[config.mk]
export PLATFORM = sky130hd
export DESIGN_NAME = pos_timer
export DESIGN_NICKNAME = d
export VERILOG_FILES = /design/src/pkg/pos_pkg.sv /design/src/core/pos_timer.sv /design/src/core/pos_tick_gen.sv
export SDC_FILE = /design/constraint.sdc
export NUM_CORES = 1
export LEC_CHECK = 0
export BUFFER_PORTS_ARGS = -buffer_cell sky130_fd_sc_hd__buf_2
export CORE_AREA = 2 2 104 106
export CTS_BUF_LIST = sky130_fd_sc_hd__clkbuf_16
export DETAILED_ROUTE_END_ITERATION = 10
export DIE_AREA = 0 0 106 108
export GPL_TIMING_DRIVEN = 0
export PLACE_DENSITY = 0.74
export SYNTH_ARGS = -nofsm -noshare
export SYNTH_HDL_FRONTEND = slang
export SYNTH_SLANG_ARGS = --single-unit
[constraint.sdc]
create_clock -name sys_clk -period 5.5 [get_ports sys_clk]
set_input_delay 0 -clock sys_clk [delete_from_list [all_inputs] [get_ports sys_clk]]
set_output_delay 0 -clock sys_clk [all_outputs]
set_load 0.02 [all_outputs]
[src/pkg/pos_pkg.sv]
package pos_pkg;

    // ----------------------------------------------------------------
    // register byte offsets
    // ----------------------------------------------------------------
    localparam logic [7:0] OFS_TIMER_CTRL   = 8'h00;
    localparam logic [7:0] OFS_ONESHOT_CTRL = 8'h04;
    localparam logic [7:0] OFS_IO_CTRL      = 8'h08;
    localparam logic [7:0] OFS_PRESCALER    = 8'h0C;
    localparam logic [7:0] OFS_SECONDARY    = 8'h10;
    localparam logic [7:0] OFS_PRIMARY      = 8'h14;
    localparam logic [7:0] OFS_MODE         = 8'h18;
    localparam logic [7:0] OFS_EXT_IRQ      = 8'h1C;

    // ----------------------------------------------------------------
    // field positions
    // ----------------------------------------------------------------
    localparam int BIT_COUNT_START   = 0;
    localparam int BIT_COUNT_STATUS  = 1;
    localparam int BIT_FORCED_STOP   = 2;
    localparam int BIT_OS_START      = 0;
    localparam int BIT_OS_STOP       = 1;
    localparam int BIT_OS_ACTIVE     = 2;
    localparam int BIT_LEVEL_SEL     = 0;
    localparam int BIT_EDGE_SEL      = 1;
    localparam int BIT_PIN_TRIG_EN   = 2;
    localparam int BIT_BOTH_EDGE     = 3;
    localparam int BIT_SRC_LO        = 0;
    localparam int BIT_PIN_SEL       = 4;
    localparam int BIT_IRQ_PENDING   = 0;
    localparam int BIT_IRQ_EDGE      = 1;

    // ----------------------------------------------------------------
    // reset values and counts
    // ----------------------------------------------------------------
    localparam logic [7:0] RST_PRESCALER = 8'hFF;
    localparam logic [7:0] RST_PRIMARY   = 8'hFF;
    localparam logic [2:0] DIV8_LAST     = 3'h7;

    typedef enum logic [1:0]
    {
        POS_SRC_F1  = 2'b00,
        POS_SRC_F2  = 2'b01,
        POS_SRC_F8  = 2'b10,
        POS_SRC_EXT = 2'b11
    } pos_src_t;

    typedef enum logic [1:0]
    {
        POS_IDLE  = 2'b00,
        POS_ARM   = 2'b01,
        POS_RUN   = 2'b10,
        POS_END   = 2'b11
    } pos_state_t;

    typedef struct packed
    {
        logic [31:0] addr;
        logic        write;
        logic        sel;
    } pos_ahb_addr_t;

endpackage

[src/core/pos_timer.sv]
// Decided for this implementation: the register offsets and the AHB-Lite interface to the registers.
`timescale 1ns/1ps

// Behaviour
// counter clocked by f1, f2, f8 or companion underflow
// decrement; on underflow reload, finish, clear active flag
// every stop reloads counters from reload registers
// pulse lasts (prescaler+1)*(primary+1) source periods
// one-shot starts only while count status flag is 1
// trigger from software start bit or external pin edge
// active flag set one to two source cycles after trigger
// triggers while active are ignored
// stop on underflow reload, oneshot stop, start clear, forced stop
// interrupt request half a source cycle after underflow; here one sys_clk cycle after, which is half a source cycle only for f2
// pin acts as trigger only when pin trigger enable is 1
// reads of prescaler and primary return live counts
// write while stopped loads reload and counter
// write while counting loads reload only
// output level select sets pulse active level
// pulse routed to one of two pins by pin select
// software never sets prescaler and primary both to zero
// secondary register has no effect in this mode
// software configures pin before enabling pin trigger
// timer edge select does not affect external irq edge; here the both-edge select bit still applies to the irq edge
// pin edge while active still sets external request flag
// pin edge synchronised before use as trigger
module pos_timer
(
    input  wire logic        sys_clk,
    input  wire logic        rstn,
    input  wire logic [31:0] haddr,
    input  wire logic [1:0]  htrans,
    input  wire logic        hwrite,
    input  wire logic [2:0]  hsize,
    input  wire logic        hsel,
    input  wire logic        hready,
    input  wire logic [31:0] hwdata,
    output logic      [31:0] hrdata,
    output logic             hreadyout,
    output logic             hresp,
    input  wire logic        ext_trigger_pin,
    input  wire logic        companion_uf,
    output logic             output_pin_alt_a,
    output logic             output_pin_alt_b,
    output logic             timer_irq,
    output logic             ext_irq
);

    typedef struct packed
    {
        pos_pkg::pos_ahb_addr_t ap;
        logic [31:0]            rdata;
        logic                   count_start_bit;
        logic                   count_status_flag;
        logic                   oneshot_active_flag;
        logic                   output_level_select;
        logic                   trigger_edge_select;
        logic                   pin_trigger_enable;
        logic                   both_edge_select;
        logic                   output_pin_select;
        logic                   ext_irq_edge_sel;
        logic                   ext_request_pending;
        pos_pkg::pos_src_t      src;
        logic [7:0]             pre_reload;
        logic [7:0]             pri_reload;
        logic [7:0]             sec_reload;
        logic [7:0]             pre_cnt;
        logic [7:0]             pri_cnt;
        pos_pkg::pos_state_t    state;
        logic                   trig_pend;
        logic                   sync1;
        logic                   sync2;
        logic                   pin_prev;
        logic                   pulse;
        logic                   irq_pend;
        logic                   pin_a;
        logic                   pin_b;
        logic                   timer_irq;
        logic                   ext_irq;
    } pos_state_vec_t;

    pos_state_vec_t s_q;
    pos_state_vec_t s_d;
    logic           tick;
    logic           half;

    // ----------------------------------------------------------------
    // count source
    // ----------------------------------------------------------------
    pos_tick_gen u_tick
    (
        .sys_clk      (sys_clk),
        .rstn         (rstn),
        .src_sel      (s_q.src),
        .companion_uf (companion_uf),
        .tick         (tick),
        .half         (half)
    );

    function automatic logic wr_hit(input pos_pkg::pos_ahb_addr_t ap,
                                    input logic [7:0] ofs);
        wr_hit = ap.sel && ap.write && (ap.addr[7:0] == ofs);
    endfunction

    logic       wr_ctrl;
    logic       wr_os;
    logic       wr_io;
    logic       wr_pre;
    logic       wr_sec;
    logic       wr_pri;
    logic       wr_mode;
    logic       wr_ext;
    logic       os_start_wr;
    logic       os_stop_wr;
    logic       start_clr;
    logic       force_wr;
    logic       stop_any;
    logic       edge_rise;
    logic       edge_fall;
    logic       pin_edge;
    logic       irq_edge;
    logic       trig;
    logic       underflow;

    always_comb
    begin
        wr_ctrl = wr_hit(s_q.ap, pos_pkg::OFS_TIMER_CTRL);
        wr_os   = wr_hit(s_q.ap, pos_pkg::OFS_ONESHOT_CTRL);
        wr_io   = wr_hit(s_q.ap, pos_pkg::OFS_IO_CTRL);
        wr_pre  = wr_hit(s_q.ap, pos_pkg::OFS_PRESCALER);
        wr_sec  = wr_hit(s_q.ap, pos_pkg::OFS_SECONDARY);
        wr_pri  = wr_hit(s_q.ap, pos_pkg::OFS_PRIMARY);
        wr_mode = wr_hit(s_q.ap, pos_pkg::OFS_MODE);
        wr_ext  = wr_hit(s_q.ap, pos_pkg::OFS_EXT_IRQ);
        os_start_wr = wr_os && hwdata[pos_pkg::BIT_OS_START];
        os_stop_wr  = wr_os && hwdata[pos_pkg::BIT_OS_STOP];
        start_clr   = wr_ctrl && !hwdata[pos_pkg::BIT_COUNT_START];
        force_wr    = wr_ctrl && hwdata[pos_pkg::BIT_FORCED_STOP];
        // only the second sync stage feeds edge logic
        edge_rise = s_q.sync2 && !s_q.pin_prev;
        edge_fall = !s_q.sync2 && s_q.pin_prev;
        pin_edge  = s_q.both_edge_select ? (edge_rise || edge_fall)
                  : (s_q.trigger_edge_select ? edge_rise : edge_fall);
        // irq edge uses its own polarity bit
        irq_edge  = s_q.both_edge_select ? (edge_rise || edge_fall)
                  : (s_q.ext_irq_edge_sel ? edge_rise : edge_fall);
        // software start or enabled pin edge
        trig = os_start_wr || (s_q.pin_trigger_enable && pin_edge);
        underflow = tick && (s_q.state == pos_pkg::POS_RUN)
                    && (s_q.pre_cnt == 8'h00) && (s_q.pri_cnt == 8'h00);
        // every stop cause except underflow, which the POS_RUN branch handles
        stop_any = os_stop_wr || start_clr || force_wr;
    end

    always_comb
    begin
        s_d = s_q;
        s_d.ap.addr  = haddr;
        s_d.ap.write = hwrite;
        s_d.ap.sel   = hsel && hready && htrans[1];
        s_d.sync1    = ext_trigger_pin;
        s_d.sync2    = s_q.sync1;
        s_d.pin_prev = s_q.sync2;

        // ------------------------------------------------------------
        // register writes
        // ------------------------------------------------------------
        if (wr_ctrl)
        begin
            s_d.count_start_bit = hwdata[pos_pkg::BIT_COUNT_START]
                                  && !hwdata[pos_pkg::BIT_FORCED_STOP];
        end
        s_d.count_status_flag = s_d.count_start_bit;
        if (wr_io)
        begin
            // pulse level choice
            s_d.output_level_select = hwdata[pos_pkg::BIT_LEVEL_SEL];
            s_d.trigger_edge_select = hwdata[pos_pkg::BIT_EDGE_SEL];
            s_d.pin_trigger_enable  = hwdata[pos_pkg::BIT_PIN_TRIG_EN];
            s_d.both_edge_select    = hwdata[pos_pkg::BIT_BOTH_EDGE];
        end
        if (wr_mode)
        begin
            s_d.src = pos_pkg::pos_src_t'(hwdata[pos_pkg::BIT_SRC_LO +: 2]);
            s_d.output_pin_select = hwdata[pos_pkg::BIT_PIN_SEL];
        end
        // secondary stored but never used
        if (wr_sec)
            s_d.sec_reload = hwdata[7:0];
        // counter loaded only while stopped
        if (wr_pre)
        begin
            s_d.pre_reload = hwdata[7:0];
            if (s_q.state == pos_pkg::POS_IDLE)
                s_d.pre_cnt = hwdata[7:0];
        end
        if (wr_pri)
        begin
            s_d.pri_reload = hwdata[7:0];
            if (s_q.state == pos_pkg::POS_IDLE)
                s_d.pri_cnt = hwdata[7:0];
        end

        // request flag set by edge even while active; set wins
        if (wr_ext)
        begin
            s_d.ext_irq_edge_sel = hwdata[pos_pkg::BIT_IRQ_EDGE];
            if (!hwdata[pos_pkg::BIT_IRQ_PENDING])
                s_d.ext_request_pending = 1'b0;
        end
        if (irq_edge)
            s_d.ext_request_pending = 1'b1;

        // ------------------------------------------------------------
        // one-shot sequencer
        // ------------------------------------------------------------
        s_d.irq_pend = s_q.irq_pend;
        case (s_q.state)
            pos_pkg::POS_IDLE:
            begin
                // armed only when counting allowed and idle
                if (trig && s_q.count_status_flag && !stop_any)
                begin
                    s_d.state     = pos_pkg::POS_ARM;
                    s_d.trig_pend = 1'b0;
                end
            end
            pos_pkg::POS_ARM:
            begin
                // active one to two source cycles after trigger
                if (tick)
                begin
                    s_d.trig_pend = 1'b1;
                    if (s_q.trig_pend)
                    begin
                        s_d.state               = pos_pkg::POS_RUN;
                        s_d.oneshot_active_flag = 1'b1;
                    end
                end
            end
            pos_pkg::POS_RUN:
            begin
                // rise a clock late, as the fall is, so width is exact
                s_d.pulse = 1'b1;
                // nested prescaler and primary countdown
                if (tick)
                begin
                    if (s_q.pre_cnt != 8'h00)
                        s_d.pre_cnt = s_q.pre_cnt - 8'h01;
                    else
                    begin
                        s_d.pre_cnt = s_q.pre_reload;
                        if (s_q.pri_cnt != 8'h00)
                            s_d.pri_cnt = s_q.pri_cnt - 8'h01;
                    end
                end
                if (underflow)
                begin
                    s_d.pri_cnt  = s_q.pri_reload;
                    s_d.state    = pos_pkg::POS_END;
                    s_d.irq_pend = 1'b1;
                end
            end
            pos_pkg::POS_END:
            begin
                // pulse end and irq one sys_clk cycle after the underflow tick, which is half a source period only for f2
                if (half)
                begin
                    s_d.pulse               = 1'b0;
                    s_d.oneshot_active_flag = 1'b0;
                    s_d.state               = pos_pkg::POS_IDLE;
                end
            end
            default:
                s_d.state = pos_pkg::POS_IDLE;
        endcase

        // any stop reloads counters, overriding the sequencer
        if (stop_any && s_q.state != pos_pkg::POS_IDLE)
        begin
            s_d.state               = pos_pkg::POS_IDLE;
            s_d.pre_cnt             = s_d.pre_reload;
            s_d.pri_cnt             = s_d.pri_reload;
            s_d.pulse               = 1'b0;
            s_d.oneshot_active_flag = 1'b0;
            s_d.irq_pend            = 1'b0;
        end

        s_d.timer_irq = s_q.irq_pend && s_q.state == pos_pkg::POS_END && half;
        if (s_d.timer_irq)
            s_d.irq_pend = 1'b0;
        s_d.ext_irq = s_d.ext_request_pending;

        // route pulse to the selected pin
        s_d.pin_a = s_q.output_level_select;
        s_d.pin_b = s_q.output_level_select;
        if (s_d.output_pin_select)
            s_d.pin_b = s_d.pulse ^ s_d.output_level_select;
        else
            s_d.pin_a = s_d.pulse ^ s_d.output_level_select;

        // live counts on read
        s_d.rdata = 32'h0000_0000;
        case (haddr[7:0])
            pos_pkg::OFS_TIMER_CTRL:
            begin
                s_d.rdata[pos_pkg::BIT_COUNT_START]  = s_d.count_start_bit;
                s_d.rdata[pos_pkg::BIT_COUNT_STATUS] = s_d.count_status_flag;
            end
            pos_pkg::OFS_ONESHOT_CTRL:
                s_d.rdata[pos_pkg::BIT_OS_ACTIVE] = s_d.oneshot_active_flag;
            pos_pkg::OFS_IO_CTRL:
                s_d.rdata[3:0] = {s_d.both_edge_select, s_d.pin_trigger_enable,
                                  s_d.trigger_edge_select,
                                  s_d.output_level_select};
            pos_pkg::OFS_PRESCALER: s_d.rdata[7:0] = s_d.pre_cnt;
            pos_pkg::OFS_SECONDARY: s_d.rdata[7:0] = s_d.sec_reload;
            pos_pkg::OFS_PRIMARY:   s_d.rdata[7:0] = s_d.pri_cnt;
            pos_pkg::OFS_MODE:
                s_d.rdata[4:0] = {s_d.output_pin_select, 2'b00, s_d.src};
            pos_pkg::OFS_EXT_IRQ:
                s_d.rdata[1:0] = {s_d.ext_irq_edge_sel,
                                  s_d.ext_request_pending};
            default: s_d.rdata = 32'h0000_0000;
        endcase
    end

    // ----------------------------------------------------------------
    // state register
    // ----------------------------------------------------------------
    always_ff @(posedge sys_clk or negedge rstn)
    begin
        if (!rstn)
        begin
            s_q            <= '0;
            s_q.pre_reload <= pos_pkg::RST_PRESCALER;
            s_q.pri_reload <= pos_pkg::RST_PRIMARY;
            s_q.pre_cnt    <= pos_pkg::RST_PRESCALER;
            s_q.pri_cnt    <= pos_pkg::RST_PRIMARY;
            s_q.pin_a      <= 1'b0;
        end
        else
            s_q <= s_d;
    end

    assign hrdata           = s_q.rdata;
    assign hreadyout        = 1'b1;
    assign hresp            = 1'b0;
    assign output_pin_alt_a = s_q.pin_a;
    assign output_pin_alt_b = s_q.pin_b;
    assign timer_irq        = s_q.timer_irq;
    assign ext_irq          = s_q.ext_irq;

    // ----------------------------------------------------------------
    // checks
    // ----------------------------------------------------------------
    a_ignore_retrig: assert property (@(posedge sys_clk) disable iff (!rstn)
        s_q.state == pos_pkg::POS_RUN && !stop_any |=>
            s_q.state != pos_pkg::POS_ARM)
        else $error("retrigger while active");
    a_start_needs_flag: assert property (@(posedge sys_clk) disable iff (!rstn)
        s_q.state == pos_pkg::POS_IDLE && !s_q.count_status_flag |=>
            s_q.state != pos_pkg::POS_ARM)
        else $error("armed without count status");
    a_stop_reload: assert property (@(posedge sys_clk) disable iff (!rstn)
        stop_any && s_q.state == pos_pkg::POS_RUN && !wr_pri |=>
            s_q.pri_cnt == s_q.pri_reload)
        else $error("stop without reload");
    a_stop_clears: assert property (@(posedge sys_clk) disable iff (!rstn)
        stop_any |=> !s_q.oneshot_active_flag)
        else $error("active after stop");
    a_irq_at_end: assert property (@(posedge sys_clk) disable iff (!rstn)
        underflow && !stop_any ##1 !stop_any |=> s_q.timer_irq)
        else $error("irq not after underflow");
    a_active_latency: assert property (@(posedge sys_clk) disable iff (!rstn)
        $rose(s_q.oneshot_active_flag) |->
            $past(s_q.state) == pos_pkg::POS_ARM)
        else $error("active without arming");
    a_write_running: assert property (@(posedge sys_clk) disable iff (!rstn)
        wr_pri && s_q.state == pos_pkg::POS_RUN && !tick && !stop_any |=>
            s_q.pri_cnt == $past(s_q.pri_cnt))
        else $error("counter changed by running write");
    a_write_stopped: assert property (@(posedge sys_clk) disable iff (!rstn)
        wr_pre && s_q.state == pos_pkg::POS_IDLE |=>
            s_q.pre_cnt == s_q.pre_reload)
        else $error("stopped write missed counter");
    a_ext_flag: assert property (@(posedge sys_clk) disable iff (!rstn)
        irq_edge |=> s_q.ext_request_pending)
        else $error("ext flag not set");

endmodule

[src/core/pos_tick_gen.sv]
`timescale 1ns/1ps

// ----------------------------------------------------------------
// count source tick generator
// ----------------------------------------------------------------
module pos_tick_gen
(
    input  wire logic             sys_clk,
    input  wire logic             rstn,
    input  wire pos_pkg::pos_src_t src_sel,
    input  wire logic             companion_uf,
    output logic                  tick,
    output logic                  half
);

    typedef struct packed
    {
        logic [2:0] div;
        logic       tick;
        logic       half;
    } pos_tick_state_t;

    pos_tick_state_t st_q;
    pos_tick_state_t st_d;

    // source selection
    always_comb
    begin
        st_d     = st_q;
        st_d.div = st_q.div + 3'h1;
        case (src_sel)
            pos_pkg::POS_SRC_F1:  st_d.tick = 1'b1;
            pos_pkg::POS_SRC_F2:  st_d.tick = st_q.div[0];
            pos_pkg::POS_SRC_F8:  st_d.tick = (st_q.div == pos_pkg::DIV8_LAST);
            pos_pkg::POS_SRC_EXT: st_d.tick = companion_uf;
            default:              st_d.tick = 1'b0;
        endcase
        // half-period marker: one cycle after a tick
        st_d.half = st_q.tick;
    end

    always_ff @(posedge sys_clk or negedge rstn)
    begin
        if (!rstn)
            st_q <= '0;
        else
            st_q <= st_d;
    end

    assign tick = st_q.tick;
    assign half = st_q.half;

endmodule

# Word-level counts from Yosys, hierarchy flattened
# Cells that the tools add are included.
# op_classes
eq_ne	28
reduce_logical	51
n_mux	50
bitwise_logic	1
add_sub_neg	3
# ops
cell	count
$mux W8	10
$eq A8 B5 Y1 const B	8
$eq A8 B4 Y1 const B	4
$logic_not A8 Y1	4
$mux W16	2
$logic_and A1 B1 Y1	27
$mux W1	18
$mux W18	1
$eq A8 B3 Y1 const B	2
$reduce_bool A8 Y1	2
$sub A8 B1 Y8 const B	2
$pmux W2 S7	1
$pmux W1 S4	3
$mux W10	1
$mux W2	5
$ne A3 B2 Y1 const B	3
$pmux W3 S3	1
$eq A2 B2 Y1 const B	4
$pmux W2 S4	1
$mux W3	2
$pmux W1 S2	3
$reduce_bool A3 Y1	2
$logic_not A1 Y1	5
$pmux W1 S5	1
other kinds (14)	21
# totals
input_bits	76
register_bits	85
out_inout_bits	38
elab_cells	165

# Depth between registers and ports, before layout
# Gate-level depths: netlist of run 1.
# depth
depth_word	12
mapped_depth	10

# By module
# From an unflattened synthesis of run 1, not the netlist that was laid out.
# unflattened
hier_cells	492
area_unflattened_um2	4983.5
# by_module_without_submodules
mod	area_per_inst_um2	seq_area_each_um2	cells_per_inst	n_inst
pos_timer	4808.4	2042.0	481	1
pos_tick_gen	175.2	125.1	11	1

# Worst setup path after synthesis of run 1
# OpenSTA, ideal clock, no wires.
# synth_timing
kind	reg-to-reg
from	reg s_q[103] (netlist bit)
to	reg s_q (netlist bit hrdata[2])
setup_slack_ns	2.924
stages_incl_launch_ff	8
arrival_time_ns	2.452
t_required_ns	5.376
cell_sequence	dfrtp_1 or4b_1 clkbuf_1 nor4_4 mux2_2 a22o_1 a211o_1 a211o_1
# synth_rtl
element	line	rtl
from (decl)	pos_timer.sv:82	pos_state_vec_t s_q;

==> out/qor.yml, run 1 <==
sta:
  finalHoldViolations: 0
  fin_crit_sh_pct: 58.8
  finalClockSkew_ps: 5.24
  worstMarginPinSlew_ps: 1080
  finalSetupViolCount: 0
  rsz0062_at_grt: "false"
  whs_ps: 14.8
  tns_ps: 0
  max_freq_ghz: 0.309
  slew_violations: 0
  layout_min_cycle_time_ps: 3240
  slew_headroom_pct: 27.6
synth:
  synth_cell_types: 71
  yosysTopAreaCell: "dfrtp_1"
  synth_edf_count: 0
  synth_seq_area_share_pct: 42.6
  synth.area.top_cells: "dfrtp_1 26%, dfstp_2 17%, mux2_2 6.4%"
  avgSynthCellArea_sq_um: 10.1
  yosysMostFrequentCell: "dfrtp_1"
  yosysWarnings: 0
  syn_inst: 506
  synth_flop_cell: "dfrtp_1"
  synth_top_area_share_pct: 26.1
  synth.cell_area_sq_mm: 0.00509
  async_flop_share_pct: 100
  synth_commonest_cells: "53 x dfrtp_1, 40 x nand2_1, 36 x buf_4"
  synth_seq_cells: 85
finish:
  drive_gt1_share_pct: 28.3
  areaGrowthSynthToFinish_pct: 17.5
  finish.net_count: 673
  diodes: 0
power_and_ir_drop:
  p_leak_uw: 0.00277
  p_int_uw: 1240
  combinationalPowerShare_pct: 24.6
  power_switching_uw: 592
  p_per_area_mw_per_mm2: 307
  pwr-share-seq_pct: 42.3
  ir_worst_vdd_mv: 0.177
  p_sw_share_pct: 32.3
  p_clk_share_pct: 33.2
worst_setup_path:
  reg2reg_slack_ps: 2260
  cp.required_ps: 5680
  crit_path_max_fanout: 8
  cp-end-kind: "flop"
  start_kind: "flop"
  cp.arrival_ps: 3410
  critical_path_class: "flop to flop"
  r2r-end: "hrdata[1]"
  cp-startpoint: "s_q[103]"
  r2r_start: "s_q[103]"
  ff2ff_path_depth: 7
place:
  io_buffers: 34
  gp_congestion: 0.934
  dpl.hpwl_mm: 9.54
routing:
  drtPass1Iterations: 5
  num_vias: 4252
  routed_wl_mm: 13.1
  drtIter0Drc: 431
  drc: 0
  avgRoutedWirePerCell_um: 18.0
  ant_nets: 0
  post_drt_via_cell_ratio: 5.82
grt:
  gr-total-overflow: 0
  grt_pass1_wl_mm: 21.2
  grt_max_degree: 56
  antenna_found_initial: 0
  grt_pass1_vias: 4014
  track_usage_pct: 23.9
clocking:
  clock_latency_ps: 340
  cts_made_buffers: 9
  cts_repair_resize_count: 0
  clk_pin_slew_ps: 60
  clockRootBuffer: "clkbuf_16"
  clockBufferDepth: 2
  cts_sinks: 85
  htree_levels: 3
  tritoncts: "done"
die:
  rows: 37
  start_util_pct: 49.7
  num_io_pins: 114
  fp.dieH_um: 108
  design.die.area_sq_mm: 0.0114
  core_area_sq_mm: 0.0102
  chipWidth_um: 106
worst_hold_path:
  min_to: "s_q[50]"
  min_from: "hwdata[6]"
  holdCritPathClass: "primary input to flop"
  whs_path_depth: 3
run:
  maxCapViolations: 0
run_status:
  status: "complete, no violations"
-- cell type report --
cell class	instances	area, sq um
Buffer	54	342
Clock buffer	9	225
Clock inverter	7	75.1
Fill cell	892	4250
Inverter	25	93.8
Multi-Input combinational cell	366	2570
Sequential cell	85	2170
Tap cell	136	170
Timing Repair Buffer	48	330
-- flip-flops by register name (all words and copies together), names as in the netlist --
signal and flops:
output_pin_alt_a 1, u_tick.half 1, ext_irq 1, u_tick.st_q 3, s_q 66, s_d 2, hrdata 8, output_pin_alt_b 1
timer_irq 1, u_tick.tick 1
-- critical path: stages (launching register included) --
cell      delay (ps)
dfrtp_1          410
or4b_1           530
clkbuf_1         200
nor4_4           590
mux2_2           420
a22oi_1          210
nor4b_1          480
o211ai_1         230
-- layer usage --
metal  vias to the layer above  GRT usage (%)  part of all wire (%)
li1                       1954              -                     -
met1                      2056           30.5                    42
met2                       212           40.0                    47
met3                        30           5.12                   7.8
met4                         0           9.59                   2.6
met5                         -              0                     0
-- worst max path at each step --
stage,slack (ps),depth (start not counted),to
2_1_floorplan,2920,7,hrdata[2]
3_3_place_gp,2400,7,hrdata[1]
3_5_place_dp,2360,7,hrdata[1]
4_1_cts,2360,7,hrdata[1]
5_1_grt,2190,7,hrdata[1]
6_report,2260,7,hrdata[1]
-- cells by family after synthesis --
family | Yosys count | synth area share, %
multiplexers | 58 | 12.2
XOR/XNOR | 5 | 0.861
adder cells (fa/ha/maj) | 8 | 1.97
buffers and inverters | 79 | 8.56
AND/OR/NAND/NOR | 169 | 19.5
flip-flops | 85 | 42.6
AO/OA/AOI/OAI | 100 | 14.1
other | 2 | 0.148
-- layout by cell type, fill, tap and decap left out, types with 5 or more instances in the layout --
cell / n
buf_4: 37
clkbuf_16: 9
nor2_1: 24
o21ai_0: 22
and3_1: 9
conb_1: 26
nand3_1: 13
dfstp_2: 32
a211oi_1: 10
buf_2: 36
nor3_1: 14
nor3b_1: 5
mux2_2: 29
nand4_1: 8
or3_1: 7
a21oi_1: 18
mux2i_1: 28
nor2b_1: 9
nand2_1: 40
dlygate4sd3_1: 13
dfrtp_1: 53
ha_1: 8
inv_1: 25
clkbuf_1: 14
-- through the flow --
step	instance area [sq um]	total power [uW]	utilization (%)	worst slack [ps]	cells
floorplan	5180	1090	-	2920	530
global placement	5520	1200	53.9	2400	700
detailed placement	5550	1210	54.2	2360	701
CTS	5980	1830	58.4	2360	730
global route	5980	1920	58.4	2190	730
finish	5980	1840	58.4	2260	730
-- repair_timing --
action	in CTS	in global routing
setup buffers	0	0
hold endpoints to repair	85	0
hold buffers	13	0
endpoints found under the setup margin	0	0
-- power groups by stage --
stage / Combinational (uW) / Clock (uW) / Sequential (uW)
2_1_floorplan: 327 / 0 / 765
3_3_place_gp: 417 / 0 / 780
3_5_place_dp: 432 / 0 / 782
4_1_cts: 443 / 616 / 773
5_1_grt: 497 / 640 / 784
6_report: 451 / 609 / 775
No activity file was read; power rests on OpenSTA's default activity.
==> inputs of run 2 (changes only) <==
clock period = 3.16 ns   (was 5.5 ns; I/O delays follow)
==> run 2 against run 1 <==
Compared with the run above:
- setup slack worse by 2100 ps
- die area unchanged
- hold slack about the same
- final cell count rose by 0.27%
- core utilization grew 0.20 points
- critical endpoint is now hrdata[5]
- sequential share of layout area decreased by 0.12 points
- critical path depth is 1 higher
- global-route usage unchanged
- cell area up 0.33%
- clock skew fell by 0.53 ps
==> out/qor.yml, run 2 (synthesis results as in run 1) <==
run_status:
  status: "complete, no violations"  # unchanged
sta:
  rsz0062_at_grt: "false"  # unchanged
  worstMarginPinSlew_ps: 802  # was 1080 ps
  whs_ps: 14.6  # was 14.8 ps
  max_freq_ghz: 0.337  # was 0.309 GHz
  finalSetupViolCount: 0  # unchanged
  slew_headroom_pct: 45.8  # was 27.6%
  finalHoldViolations: 0  # unchanged
  finalClockSkew_ps: 4.71  # was 5.24 ps
  layout_min_cycle_time_ps: 2970  # was 3240 ps
  slew_violations: 0  # unchanged
  fin_crit_sh_pct: 93.9  # was 58.8%
  tns_ps: 0  # unchanged
power_and_ir_drop:
  finalPower_uw: 3200  # was 1840 uW
  ir_worst_vdd_mv: 0.306  # was 0.177 mV
  pwr-share-seq_pct: 42.3  # about the same
  p_clk_share_pct: 33.1  # was 33.2%
  p_sw_share_pct: 32.3  # about the same
  p_per_area_mw_per_mm2: 533  # was 307 mW/mm^2
  combinationalPowerShare_pct: 24.6  # about the same
  power_switching_uw: 1030  # was 592 uW
  p_int_uw: 2160  # was 1240 uW
  p_leak_uw: 0.00278  # was 0.00277 uW
run:
  maxCapViolations: 0  # unchanged
die:
  core_area_sq_mm: 0.0102  # unchanged
  rows: 37  # unchanged
  chipWidth_um: 106  # unchanged
  fp.dieH_um: 108  # unchanged
  design.die.area_sq_mm: 0.0114  # unchanged
  num_io_pins: 114  # unchanged
  start_util_pct: 49.7  # unchanged
clocking:
  clock_latency_ps: 340  # about the same
  clk_pin_slew_ps: 60  # about the same
  clockRootBuffer: "clkbuf_16"  # unchanged
  htree_levels: 3  # unchanged
  tritoncts: "done"  # unchanged
  clockBufferDepth: 2  # unchanged
  cts_sinks: 85  # unchanged
  cts_made_buffers: 9  # unchanged
finish:
  largest_reg_flops: 66  # unchanged
  regArea_sq_mm: 0.00217  # unchanged
  final_common_cell: "dfrtp_1"  # unchanged
  fin_util_pct: 58.6  # was 58.4%
  diodes: 0  # unchanged
  final_cells: 732  # was 730
  top_register: "s_q"  # unchanged
  drive_gt1_share_pct: 28.7  # was 28.3%
  fill_cells: 892  # unchanged
  finish.net_count: 675  # was 673
  multiInputGateArea_sq_mm: 0.00258  # was 0.00257 sq mm
  areaGrowthSynthToFinish_pct: 17.9  # was 17.5%
  layout.cells.most_common_list: "53 x dfrtp_1, 40 x nand2_1, 39 x buf_4"  # was 53 x dfrtp_1, 40 x nand2_1, 37 x buf_4
place:
  gp_congestion: 0.934  # unchanged
  io_buffers: 34  # unchanged
  dp_cells: 701  # unchanged
  dpl.hpwl_mm: 9.54  # unchanged
worst_setup_path:
  cp.arrival_ps: 3190  # was 3410 ps
  start_kind: "flop"  # unchanged
  cp_top_family: "simple AND/OR/NAND/NOR gates"  # unchanged
  ff2ff_path_depth: 8  # was 7
  cp.required_ps: 3390  # was 5680 ps
  worst-path-stages: 8  # was 7
  critical_path_class: "flop to flop"  # unchanged
  crit_path_max_fanout: 10  # was 8
  crit_slowest_cell: "or4b_1"  # was nor4_4
  cpPeakStageDelay_ps: 530  # was 590 ps
  cp-end-kind: "flop"  # unchanged
  path_cells: "or4b_1 -> clkbuf_1 -> nor3_1 -> buf_2 -> mux2i_1 -> o22ai_1 -> a32o_1 -> a211o_1"  # was or4b_1 -> clkbuf_1 -> nor4_4 -> mux2_2 -> a22oi_1 -> nor4b_1 -> o211ai_1
  crit_buf_inv: 2  # was 1
grt:
  grt_pass1_vias: 4014  # unchanged
  grt_pass1_wl_mm: 21.2  # unchanged
  grt_max_degree: 56  # unchanged
  gr-total-overflow: 0  # unchanged
  antenna_found_initial: 0  # unchanged
  track_usage_pct: 23.9  # unchanged
routing:
  drtIter0Drc: 416  # was 431
  ant_nets: 0  # unchanged
  avgRoutedWirePerCell_um: 18.0  # about the same
  num_vias: 4267  # was 4252
  drtPass1Iterations: 7  # was 5
  routed_wl_mm: 13.2  # was 13.1 mm
  post_drt_via_cell_ratio: 5.83  # was 5.82
  drc: 0  # unchanged
worst_hold_path:
  whs_path_depth: 3  # unchanged
  holdCritPathClass: "primary input to flop"  # unchanged
[run 2: changes by cell type in the layout (fill, tap and decap cells not counted)]
cell	before	now
nor3_1	14	13
nor3_2	1	2
buf_4	37	39
[run 2: final cells by class]
cell class	count	share of cell area, %
sequential	85	36.1
tap	136	2.84
multi-input combinational	366	43.0
buffer	54	5.70
clock buffer	9	3.76
clock inverter	7	1.25
inverter	25	1.56
timing repair buffer	50	5.76
[run 2: worst paths after layout]
path / slack [ps] / endpoint / start
max: 190 / hrdata[5] / s_q[103]
min: 10 / s_q[50] / hwdata[6]
max reg2reg: 190 / hrdata[5] / s_q[103]
min reg2reg: 350 / s_d[6] / s_d[7]
max in group asynchronous: 2380 / s_q[44] / rstn
min in group asynchronous: 130 / s_q[33] / rstn
[run 2: power groups by stage]
stage               Combinational, uW  Clock [uW]  Sequential, uW
detailed placement                752           0            1360
floorplan                         569           0            1330
global placement                  727           0            1360
global route                      866        1110            1360
finish                            786        1060            1350
CTS                               771        1070            1350
[run 2: per-stage QoR]
step	setup slack [ps]	instance area [sq um]
final	194	6000
after global routing	63.4	6000
after CTS	15.5	5980
after detailed placement	23.3	5550
after global placement	56.9	5520
after floorplan	584	5180
[run 2: routing by layer]
layer / vias to the layer above / share of wire [%] / track usage, %
li1: 1953 / - / -
met1: 2057 / 42 / 30.5
met2: 228 / 48 / 40.0
met3: 29 / 7.9 / 5.12
met4: 0 / 2.6 / 9.59
met5: - / 0 / 0
[run 2: worst reg2reg max path, cell delays in order, from the launching register on]
cell and delay, ps:
dfrtp_1 410, or4b_1 530, clkbuf_1 200, nor3_1 270, buf_2 350, mux2i_1 470
o22ai_1 160, a32o_1 240, a211o_1 230
[run 2: timing repair]
action / in CTS / in global routing
resized for setup: 0 / 1
endpoints found under the hold margin: 85 / 0
hold buffers: 13 / 0
setup buffers: 0 / 2
endpoints found under the setup margin: 0 / 11
